<file path="src/design/hpsi_pkg.sv">
package hpsi_pkg;
  localparam int NUM_PORTS = 6;
  localparam int HOST_BITS = 2;
  localparam logic LVL_LOW = 1'h0;
  localparam logic LVL_HIGH = 1'h1;
  localparam logic OE_DRIVE = 1'h0;
  localparam logic OE_FLOAT = 1'h1;
  // strap sync takes two edges after power-on release, sample on the third
  localparam logic [1:0] POR_CNT_RST = 2'h0;
  localparam logic [1:0] POR_SAMPLE_AT = 2'h2;
  localparam logic [1:0] POR_DONE = 2'h3;
  localparam logic [1:0] POR_STEP = 2'h1;

  typedef enum logic {HPSI_ROLE_TARGET, HPSI_ROLE_BRIDGE} hpsi_role_t;

  typedef struct packed {
    logic attached;
    logic super_speed;
    logic bc_enabled;
    logic bc_done;
  } hpsi_port_t;

  typedef struct packed {
    logic connected;
    logic super_speed;
  } hpsi_host_t;

  typedef struct packed {
    logic val;
    logic oe_n;
  } hpsi_tri_t;

  typedef struct packed {
    logic scl_low;
    logic sda_low;
  } hpsi_wire_req_t;

  localparam hpsi_tri_t TRI_FLOAT = '{val: LVL_LOW, oe_n: OE_FLOAT};

  typedef struct packed {
    logic rst_s1;
    logic rst_s2;
    logic rst_prev;
    logic strap_s1;
    logic strap_s2;
    logic scl_s1;
    logic scl_s2;
    logic sda_s1;
    logic sda_s2;
    logic [1:0] por_cnt;
    hpsi_role_t role;
    logic in_reset;
    hpsi_tri_t [NUM_PORTS-1:0] spd;
    hpsi_tri_t [NUM_PORTS-1:0] bc;
    hpsi_tri_t [HOST_BITS-1:0] host;
    logic susp;
    logic scl_oe_n;
    logic sda_oe_n;
  } hpsi_state_t;

  localparam hpsi_state_t STATE_RST = '{
    rst_s1: LVL_LOW, rst_s2: LVL_LOW, rst_prev: LVL_LOW,
    strap_s1: LVL_LOW, strap_s2: LVL_LOW,
    scl_s1: LVL_HIGH, scl_s2: LVL_HIGH, sda_s1: LVL_HIGH, sda_s2: LVL_HIGH,
    por_cnt: POR_CNT_RST, role: HPSI_ROLE_TARGET, in_reset: LVL_HIGH,
    spd: '{default: TRI_FLOAT}, bc: '{default: TRI_FLOAT},
    host: '{default: TRI_FLOAT}, susp: LVL_LOW,
    scl_oe_n: OE_FLOAT, sda_oe_n: OE_FLOAT
  };
endpackage : hpsi_pkg

</file>
<file path="src/design/hpsi_top.sv">
// Notes on behaviour
// port speed: float none, low 2.0, high 3.1
// charge: float off, low done, high pending
// host speed: float none, low 3.1, high 2.0
// suspend output follows USB 2.0 suspend state, held low in reset
// held in reset mode while reset pin low
// two-wire pins act as target or bridge
// straps latched at power-on and reset release
// indicators float in reset, update quickly after
module hpsi_top (
  input wire logic i_clk_sys, // 10 MHz system clock
  input wire logic i_nrst, // power-on reset, async, active low
  input wire logic i_rst_pin_n, // external reset pin, active low
  input wire logic i_cfg_strap, // device mode strap pin, 1 selects bridge
  input hpsi_pkg::hpsi_port_t [5:0] i_port, // downstream port state from core
  input hpsi_pkg::hpsi_host_t i_host, // host port state from core
  input wire logic i_suspended, // hub is in USB 2.0 suspend
  input hpsi_pkg::hpsi_wire_req_t i_tgt_req, // target engine wants wire low
  input hpsi_pkg::hpsi_wire_req_t i_brg_req, // bridge master wants wire low
  input wire logic i_mgmt_bus_clock_pin, // clock wire level
  input wire logic i_mgmt_bus_data_pin, // data wire level
  output logic [5:0] o_port_speed_indicator, // speed level per port
  output logic [5:0] o_port_speed_indicator_oe_n, // low while driven
  output logic [5:0] o_charge_handshake_indicator, // charge level per port
  output logic [5:0] o_charge_handshake_indicator_oe_n, // low while driven
  output logic [1:0] o_host_speed_indicator, // host speed level
  output logic [1:0] o_host_speed_indicator_oe_n, // low while driven
  output logic o_suspend_state_output, // high while suspended and not in reset mode
  output logic o_mgmt_bus_clock_pin, // clock wire drive value
  output logic o_mgmt_bus_clock_pin_oe_n, // low while pulling clock low
  output logic o_mgmt_bus_data_pin, // data wire drive value
  output logic o_mgmt_bus_data_pin_oe_n, // low while pulling data low
  output logic o_mgmt_scl_sync, // synchronised clock wire level
  output logic o_mgmt_sda_sync, // synchronised data wire level
  output logic o_role_bridge, // latched role, 1 for bridge master
  output logic o_reset_mode // hub held in reset mode
);

  hpsi_pkg::hpsi_state_t s;
  hpsi_pkg::hpsi_state_t next_s;
  logic rst_rise;
  logic por_sample;
  hpsi_pkg::hpsi_wire_req_t req;

  function automatic hpsi_pkg::hpsi_tri_t drive(input logic lvl);
    hpsi_pkg::hpsi_tri_t t;
    t.val = lvl;
    t.oe_n = hpsi_pkg::OE_DRIVE;
    return t;
  endfunction : drive

  function automatic hpsi_pkg::hpsi_tri_t spd_decode(input logic rst_mode,
                                                      input hpsi_pkg::hpsi_port_t p);
    hpsi_pkg::hpsi_tri_t t;
    t = hpsi_pkg::TRI_FLOAT;
    if (!rst_mode && p.attached)
    begin
      t = drive(p.super_speed ? hpsi_pkg::LVL_HIGH : hpsi_pkg::LVL_LOW);
    end
    return t;
  endfunction : spd_decode

  function automatic hpsi_pkg::hpsi_tri_t bc_decode(input logic rst_mode,
                                                     input hpsi_pkg::hpsi_port_t p);
    hpsi_pkg::hpsi_tri_t t;
    t = hpsi_pkg::TRI_FLOAT;
    if (!rst_mode && p.bc_enabled)
    begin
      t = drive(p.bc_done ? hpsi_pkg::LVL_LOW : hpsi_pkg::LVL_HIGH);
    end
    return t;
  endfunction : bc_decode

  always_comb
  begin
    next_s = s;
    next_s.rst_s1 = i_rst_pin_n;
    next_s.rst_s2 = s.rst_s1;
    next_s.rst_prev = s.rst_s2;
    next_s.strap_s1 = i_cfg_strap;
    next_s.strap_s2 = s.strap_s1;
    next_s.scl_s1 = i_mgmt_bus_clock_pin;
    next_s.scl_s2 = s.scl_s1;
    next_s.sda_s1 = i_mgmt_bus_data_pin;
    next_s.sda_s2 = s.sda_s1;
    // reset mode tracks pin
    next_s.in_reset = !s.rst_s2;
    if (s.por_cnt != hpsi_pkg::POR_DONE)
    begin
      next_s.por_cnt = 2'(s.por_cnt + hpsi_pkg::POR_STEP);
    end
    rst_rise = s.rst_s2 && !s.rst_prev;
    por_sample = (s.por_cnt == hpsi_pkg::POR_SAMPLE_AT);
    // latch strap on events
    if (rst_rise || por_sample)
    begin
      next_s.role = s.strap_s2 ? hpsi_pkg::HPSI_ROLE_BRIDGE : hpsi_pkg::HPSI_ROLE_TARGET;
    end
    // per-port speed decode
    // per-port charge decode
    // float while in reset
    for (int i = 0; i < hpsi_pkg::NUM_PORTS; i++)
    begin
      next_s.spd[i] = spd_decode(!s.rst_s2, i_port[i]);
      next_s.bc[i] = bc_decode(!s.rst_s2, i_port[i]);
    end
    // host polarity inverted
    for (int h = 0; h < hpsi_pkg::HOST_BITS; h++)
    begin
      next_s.host[h] = hpsi_pkg::TRI_FLOAT;
      if (s.rst_s2 && i_host.connected)
      begin
        next_s.host[h] = drive(i_host.super_speed ? hpsi_pkg::LVL_LOW : hpsi_pkg::LVL_HIGH);
      end
    end
    // suspend follows core state, low in reset
    next_s.susp = s.rst_s2 && i_suspended;
    // role picks wire driver
    req = (s.role == hpsi_pkg::HPSI_ROLE_BRIDGE) ? i_brg_req : i_tgt_req;
    // wires are released in reset so a stuck engine cannot hang the bus
    next_s.scl_oe_n = (s.rst_s2 && req.scl_low) ? hpsi_pkg::OE_DRIVE : hpsi_pkg::OE_FLOAT;
    next_s.sda_oe_n = (s.rst_s2 && req.sda_low) ? hpsi_pkg::OE_DRIVE : hpsi_pkg::OE_FLOAT;
  end

  always_ff @(posedge i_clk_sys or negedge i_nrst)
  begin
    if (!i_nrst)
    begin
      s <= hpsi_pkg::STATE_RST;
    end
    else
    begin
      s <= next_s;
    end
  end

  for (genvar g = 0; g < hpsi_pkg::NUM_PORTS; g++)
  begin : g_port
    assign o_port_speed_indicator[g] = s.spd[g].val;
    assign o_port_speed_indicator_oe_n[g] = s.spd[g].oe_n;
    assign o_charge_handshake_indicator[g] = s.bc[g].val;
    assign o_charge_handshake_indicator_oe_n[g] = s.bc[g].oe_n;
  end

  for (genvar g = 0; g < hpsi_pkg::HOST_BITS; g++)
  begin : g_host
    assign o_host_speed_indicator[g] = s.host[g].val;
    assign o_host_speed_indicator_oe_n[g] = s.host[g].oe_n;
  end

  assign o_suspend_state_output = s.susp;
  // open-drain: only ever pull low
  assign o_mgmt_bus_clock_pin = hpsi_pkg::LVL_LOW;
  assign o_mgmt_bus_data_pin = hpsi_pkg::LVL_LOW;
  assign o_mgmt_bus_clock_pin_oe_n = s.scl_oe_n;
  assign o_mgmt_bus_data_pin_oe_n = s.sda_oe_n;
  assign o_mgmt_scl_sync = s.scl_s2;
  assign o_mgmt_sda_sync = s.sda_s2;
  assign o_role_bridge = (s.role == hpsi_pkg::HPSI_ROLE_BRIDGE);
  assign o_reset_mode = s.in_reset;

  for (genvar g = 0; g < hpsi_pkg::NUM_PORTS; g++)
  begin : g_chk

  end
endmodule : hpsi_top

</file>
<file path="config.mk">
export PLATFORM = sky130hd
export DESIGN_NAME = hpsi_top
export DESIGN_NICKNAME = d
export VERILOG_FILES = /design/src/design/hpsi_pkg.sv /design/src/design/hpsi_top.sv
export SDC_FILE = /design/constraint.sdc
export NUM_CORES = 1
export LEC_CHECK = 0
export BUFFER_PORTS_ARGS = -buffer_cell sky130_fd_sc_hd__buf_2
export CORE_MARGIN = 5
export CORE_UTILIZATION = 41
export DETAILED_ROUTE_END_ITERATION = 10
export HOLD_SLACK_MARGIN = 0.15
export PLACE_DENSITY = 0.72
export SKIP_CTS_REPAIR_TIMING = 1
export SLEW_MARGIN = 20
export SYNTH_ARGS = -nofsm -noshare
export SYNTH_HDL_FRONTEND = slang
export SYNTH_SLANG_ARGS = --single-unit
</file>
<file path="constraint.sdc">
create_clock -name i_clk_sys -period 2.89 [get_ports i_clk_sys]
set_input_delay 0.1445 -clock i_clk_sys [delete_from_list [all_inputs] [get_ports i_clk_sys]]
set_output_delay 0.1445 -clock i_clk_sys [all_outputs]
set_load 0.005 [all_outputs]
</file>
======== After elaboration in Yosys (flattened, before gate mapping) ========
Cells that the tools add are included.
word-level totals
  register bits ........................... 42
  input bits .............................. 37
  output and inout bits ................... 37
  logic and storage cells ................. 94
cells by class
  add/sub/neg operators ................... 1
  eq/ne operators ......................... 2
  multiplexer cells ....................... 30
  reductions and logical operators ........ 20
operators by type and width
  operator                                                        count
  2-bit 2-to-1 mux                                                14
  1-bit logical AND                                               17
  1-bit 2-to-1 mux                                                16
  2-bit by 1-bit adder with 2-bit output (second input constant)  1
  2-bit == test (second input constant)                           1
  1-bit zero test                                                 2
  2-bit inequality test (second input constant)                   1
  1-bit logical OR                                                1

======== Depth between registers and ports, before layout ========
  depth in word-level cells ............... 3
  depth in mapped cells ................... 4
  mapped depth without buffers ............ 4

======== Worst setup path before layout ========
No wires, ideal clock.
  kind .................................... reg2reg
  from .................................... reg s[33] (netlist name)
  to ...................................... reg s, in the netlist o_role_bridge
  setup time .............................. 0.128 ns
  arrival ................................. 1.017 ns
  data required time ...................... 2.762 ns
  setup slack ............................. 1.745 ns
  cell stages (with the launch flop) ...... 5
  buffers on the path ..................... 0
  period minus slack after synthesis ...... 1.145 ns
  cells stage by stage .................... dfrtp_1 -> inv_1 -> ha_1 -> o21bai_1 -> mux2_1
between the ends
  word-level cells in the longest chain between the ends .. 2
ends and longest elaborated chain
  element                 RTL line         text
  from (decl)             hpsi_top.sv:39   hpsi_pkg::hpsi_state_t s;
  from (signal assigned)  hpsi_top.sv:129  s <= hpsi_pkg::STATE_RST;
  from (signal assigned)  hpsi_top.sv:133  s <= next_s;
  2-bit == test           hpsi_top.sv:93   por_sample = (s.por_cnt == hpsi_pkg::POR_SAMPLE_AT);
  1-bit logical OR        hpsi_top.sv:95   if (rst_rise || por_sample)
No other way between the ends.
A chain may end at the register's enable or synchronous reset.

==> impl_results.md <==
* Main combinational cell family by area after synthesis: buffers and inverters
* P per Cell Area at 514 nW/um^2
* Startpoint types: flip-flop
* Synth Warn # at 0
* Residual DRC at 0
* Synthesized-area fraction occupied by adder cells at 0.0163
* Pre-CTS WS at 1670 ps
* Max-slew violation count at 0
* Synth Area in Compound Gates at 0.00816
* Nets@finish at 242
* I/O Buffers at 71
* Crit path DAT at 1690 ps
* Sw Share at 0.209
* Crit Path Max Fanout at 23
* Chip height at 71.1 microns
* Routed WL at 3270 microns
* H-tree depth at 2
* Multiplexer area fraction after synthesis at 0.0220
* CTS Sinks at 42
* Core area at 3630 sq um
* Most common cell after layout, fill and taps aside: buf_2
* Initial antenna violation count at 0
* RSZ-0062 raised after global routing: no
* Cts bufs inserted at 5
* Worst hold path type: reg -> reg
* Gr usage total at 0.115
* Critical path capture point type: flip-flop
* Combinational power share at 0.117
* Initial Utilization at 0.422
* Fin crit share at 0.510
* Routability cong. at around 0.79
* Clock Latency Late Sink at 280 ps
* Drt initial violations at 27
* Clk_skew at 1.00 ps
* Pleak at 0.00114 uW
* Avg Cell Area, Syn at 13.3 sq um
* Setup tns final at 0 ps
* Routed Antenna Nets at 0
* Simple-gate area share of the yosys netlist at 0.0849
* Clock transition at the registers of the reported paths at 70 ps
* Register Area at around 1100 sq um
* Cell variety after synth at 17
* DRT Pass-1 Iters at 2
* IO Pins at 74
* Max-slew headroom at 0.425
* Vias/cell at 4.17
* Final hold vios at 0
* Area growth, synth to finish at 44.6%
* FP Rows at 22
* Peak VDD IR at 0.338 mV
* DR vias at about 1100
* Total power at between 1000 and 1500 uW
* Psw at 239 uW
* Syn Inst Count at 115
* Post-synthesis sequential area ratio at 0.702
* Vias in the first global route at 984
* Ant diodes at 0
* Longest Clk Path Bufs at 2
* Setup ws final at 1420 ps
* Global-route wire length before repair at 4430 microns
* Die area at roughly 5100 sq um
* Final min period at 1470 ps
* CTS root buf: clkbuf_8
* Critical Path RT at 3110 ps
* Clock group share of total power at 0.324
* Max_cap viols at 0
* Internal at approximately 900 uW
* Drt wl/cell at 13.0 microns
* Final hold slack at roughly 350 ps
* Multi-input gate area at approximately 220 sq um
* Largest net degree at the start of global routing at 43
* Share of cells above drive strength 1 at 0.500
* Status: complete, no violations
* Die W at 71.1 microns
* Area of the mapped netlist at between 1500 and 2000 sq um
* Fill cell count at a little under 300
* Worst Tran Pin Value at 862 ps
* GRT overflow at 0
* FF-to-FF setup slack at 1420 ps
* Setup violations, final at 0
* CP Class: reg -> reg
* CTS tree: built
* Finished Core Util at 0.610
* Most frequent cells in the layout: buf_2 (71), dlygate4sd3_1 (40), dfrtp_1 (22), dfstp_2 (20), nand2_1 (16)
* Fmax at 678 MHz
* Sequential power share at 0.559
* Post-Synth XOR/XNOR Area at 0.00571
* Yosys reg bits at 42
==> layer usage <==
| metal | share of wire | track usage |
|---|---|---|
| met5 | 0 | 0 |
| met1 | 0.34 | 0.107 |
| met3 | 0.079 | 0.0526 |
| met2 | 0.55 | 0.207 |
| met4 | 0.030 | 0.0626 |
==> state kept, by name, summed over array words and instances (netlist names) <==
| signal | flops |
|---|---|
| o_port_speed_indicator | 6 |
| o_host_speed_indicator | 1 |
| next_s | 5 |
| o_mgmt_scl_sync | 1 |
| o_mgmt_bus_clock_pin_oe_n | 1 |
| o_charge_handshake_indicator | 6 |
| o_port_speed_indicator_oe_n | 6 |
| s | 4 |
| o_mgmt_sda_sync | 1 |
| o_reset_mode | 1 |
| o_host_speed_indicator_oe_n | 1 |
| o_role_bridge | 1 |
| o_charge_handshake_indicator_oe_n | 6 |
| o_suspend_state_output | 1 |
| o_mgmt_bus_data_pin_oe_n | 1 |
==> cell type report <==
type,count,share of cell area
Inverter,2,0.00339
Sequential cell,42,0.486
Tap cell,48,0.0271
Timing Repair Buffer,112,0.344
Clock buffer,7,0.0390
Clock inverter,1,0.00226
Multi-Input combinational cell,40,0.0982
==> worst paths after layout <==
path / startpoint / end / depth (start not counted)
worst max-delay path: next_s[41]$_DFF_PN0_ / o_charge_handshake_indicator[3]$_DFF_PN0_ / 4
worst min-delay path: next_s[39]$_DFF_PN0_ / s[39]$_DFF_PN0_ / 0
worst max register to register: next_s[41]$_DFF_PN0_ / o_charge_handshake_indicator[3]$_DFF_PN0_ / 4
worst min register to register: next_s[39]$_DFF_PN0_ / s[39]$_DFF_PN0_ / 0
max in group asynchronous: i_nrst / o_charge_handshake_indicator[0]$_DFF_PN0_ / 2
min in group asynchronous: i_nrst / o_charge_handshake_indicator[5]$_DFF_PN0_ / 2
==> power by group through the flow <==
| stage | Sequential [uW] | Clock (uW) | Combinational [uW] |
|---|---|---|---|
| after floorplan | 647 | 0 | 49.5 |
| after global placement | 645 | 0 | 86.8 |
| after detailed placement | 647 | 0 | 90.0 |
| after CTS | 637 | 383 | 90.2 |
| after global routing | 640 | 422 | 148 |
| final | 637 | 369 | 134 |
==> cell usage after synthesis <==
cell | instances | area, sq um
mux2_1 | 1 | 11.3
dfstp_2 | 20 | 526
xnor2_1 | 1 | 8.76
mux2_2 | 2 | 22.5
buf_2 | 2 | 10.0
nor2_1 | 7 | 26.3
and2_1 | 1 | 6.26
ha_1 | 2 | 25.0
dfrtp_1 | 22 | 551
nand2_1 | 16 | 60.1
buf_4 | 30 | 225
conb_1 | 1 | 3.75
and3_1 | 6 | 37.5
inv_2 | 1 | 3.75
o21ai_0 | 1 | 5.00
o21bai_1 | 1 | 7.51
inv_1 | 1 | 3.75
==> stage by stage <==
| step | std cells | area [sq um] |
|---|---|---|
| 4_1_cts | 212 | 1820 |
| 2_1_floorplan | 116 | 1540 |
| 6_report | 252 | 2220 |
| 3_5_place_dp | 204 | 1720 |
| 3_3_place_gp | 204 | 1720 |
| 5_1_grt | 252 | 2220 |
==> critical path, stage by stage, from the launching register on <==
cell,delay [ps]
dfrtp_1,360
buf_4,250
nand2_1,110
nor2_1,130
dlygate4sd3_1,560
==> kinds of logic after synthesis <==
family	count (synthesis)
fa+ha+maj	2
compound gates	2
mux	3
xor+xnor	1
simple gates	30
flops	42
other cells	1
buf+inv	34
Note: power is estimated with default switching activity, not from simulation.
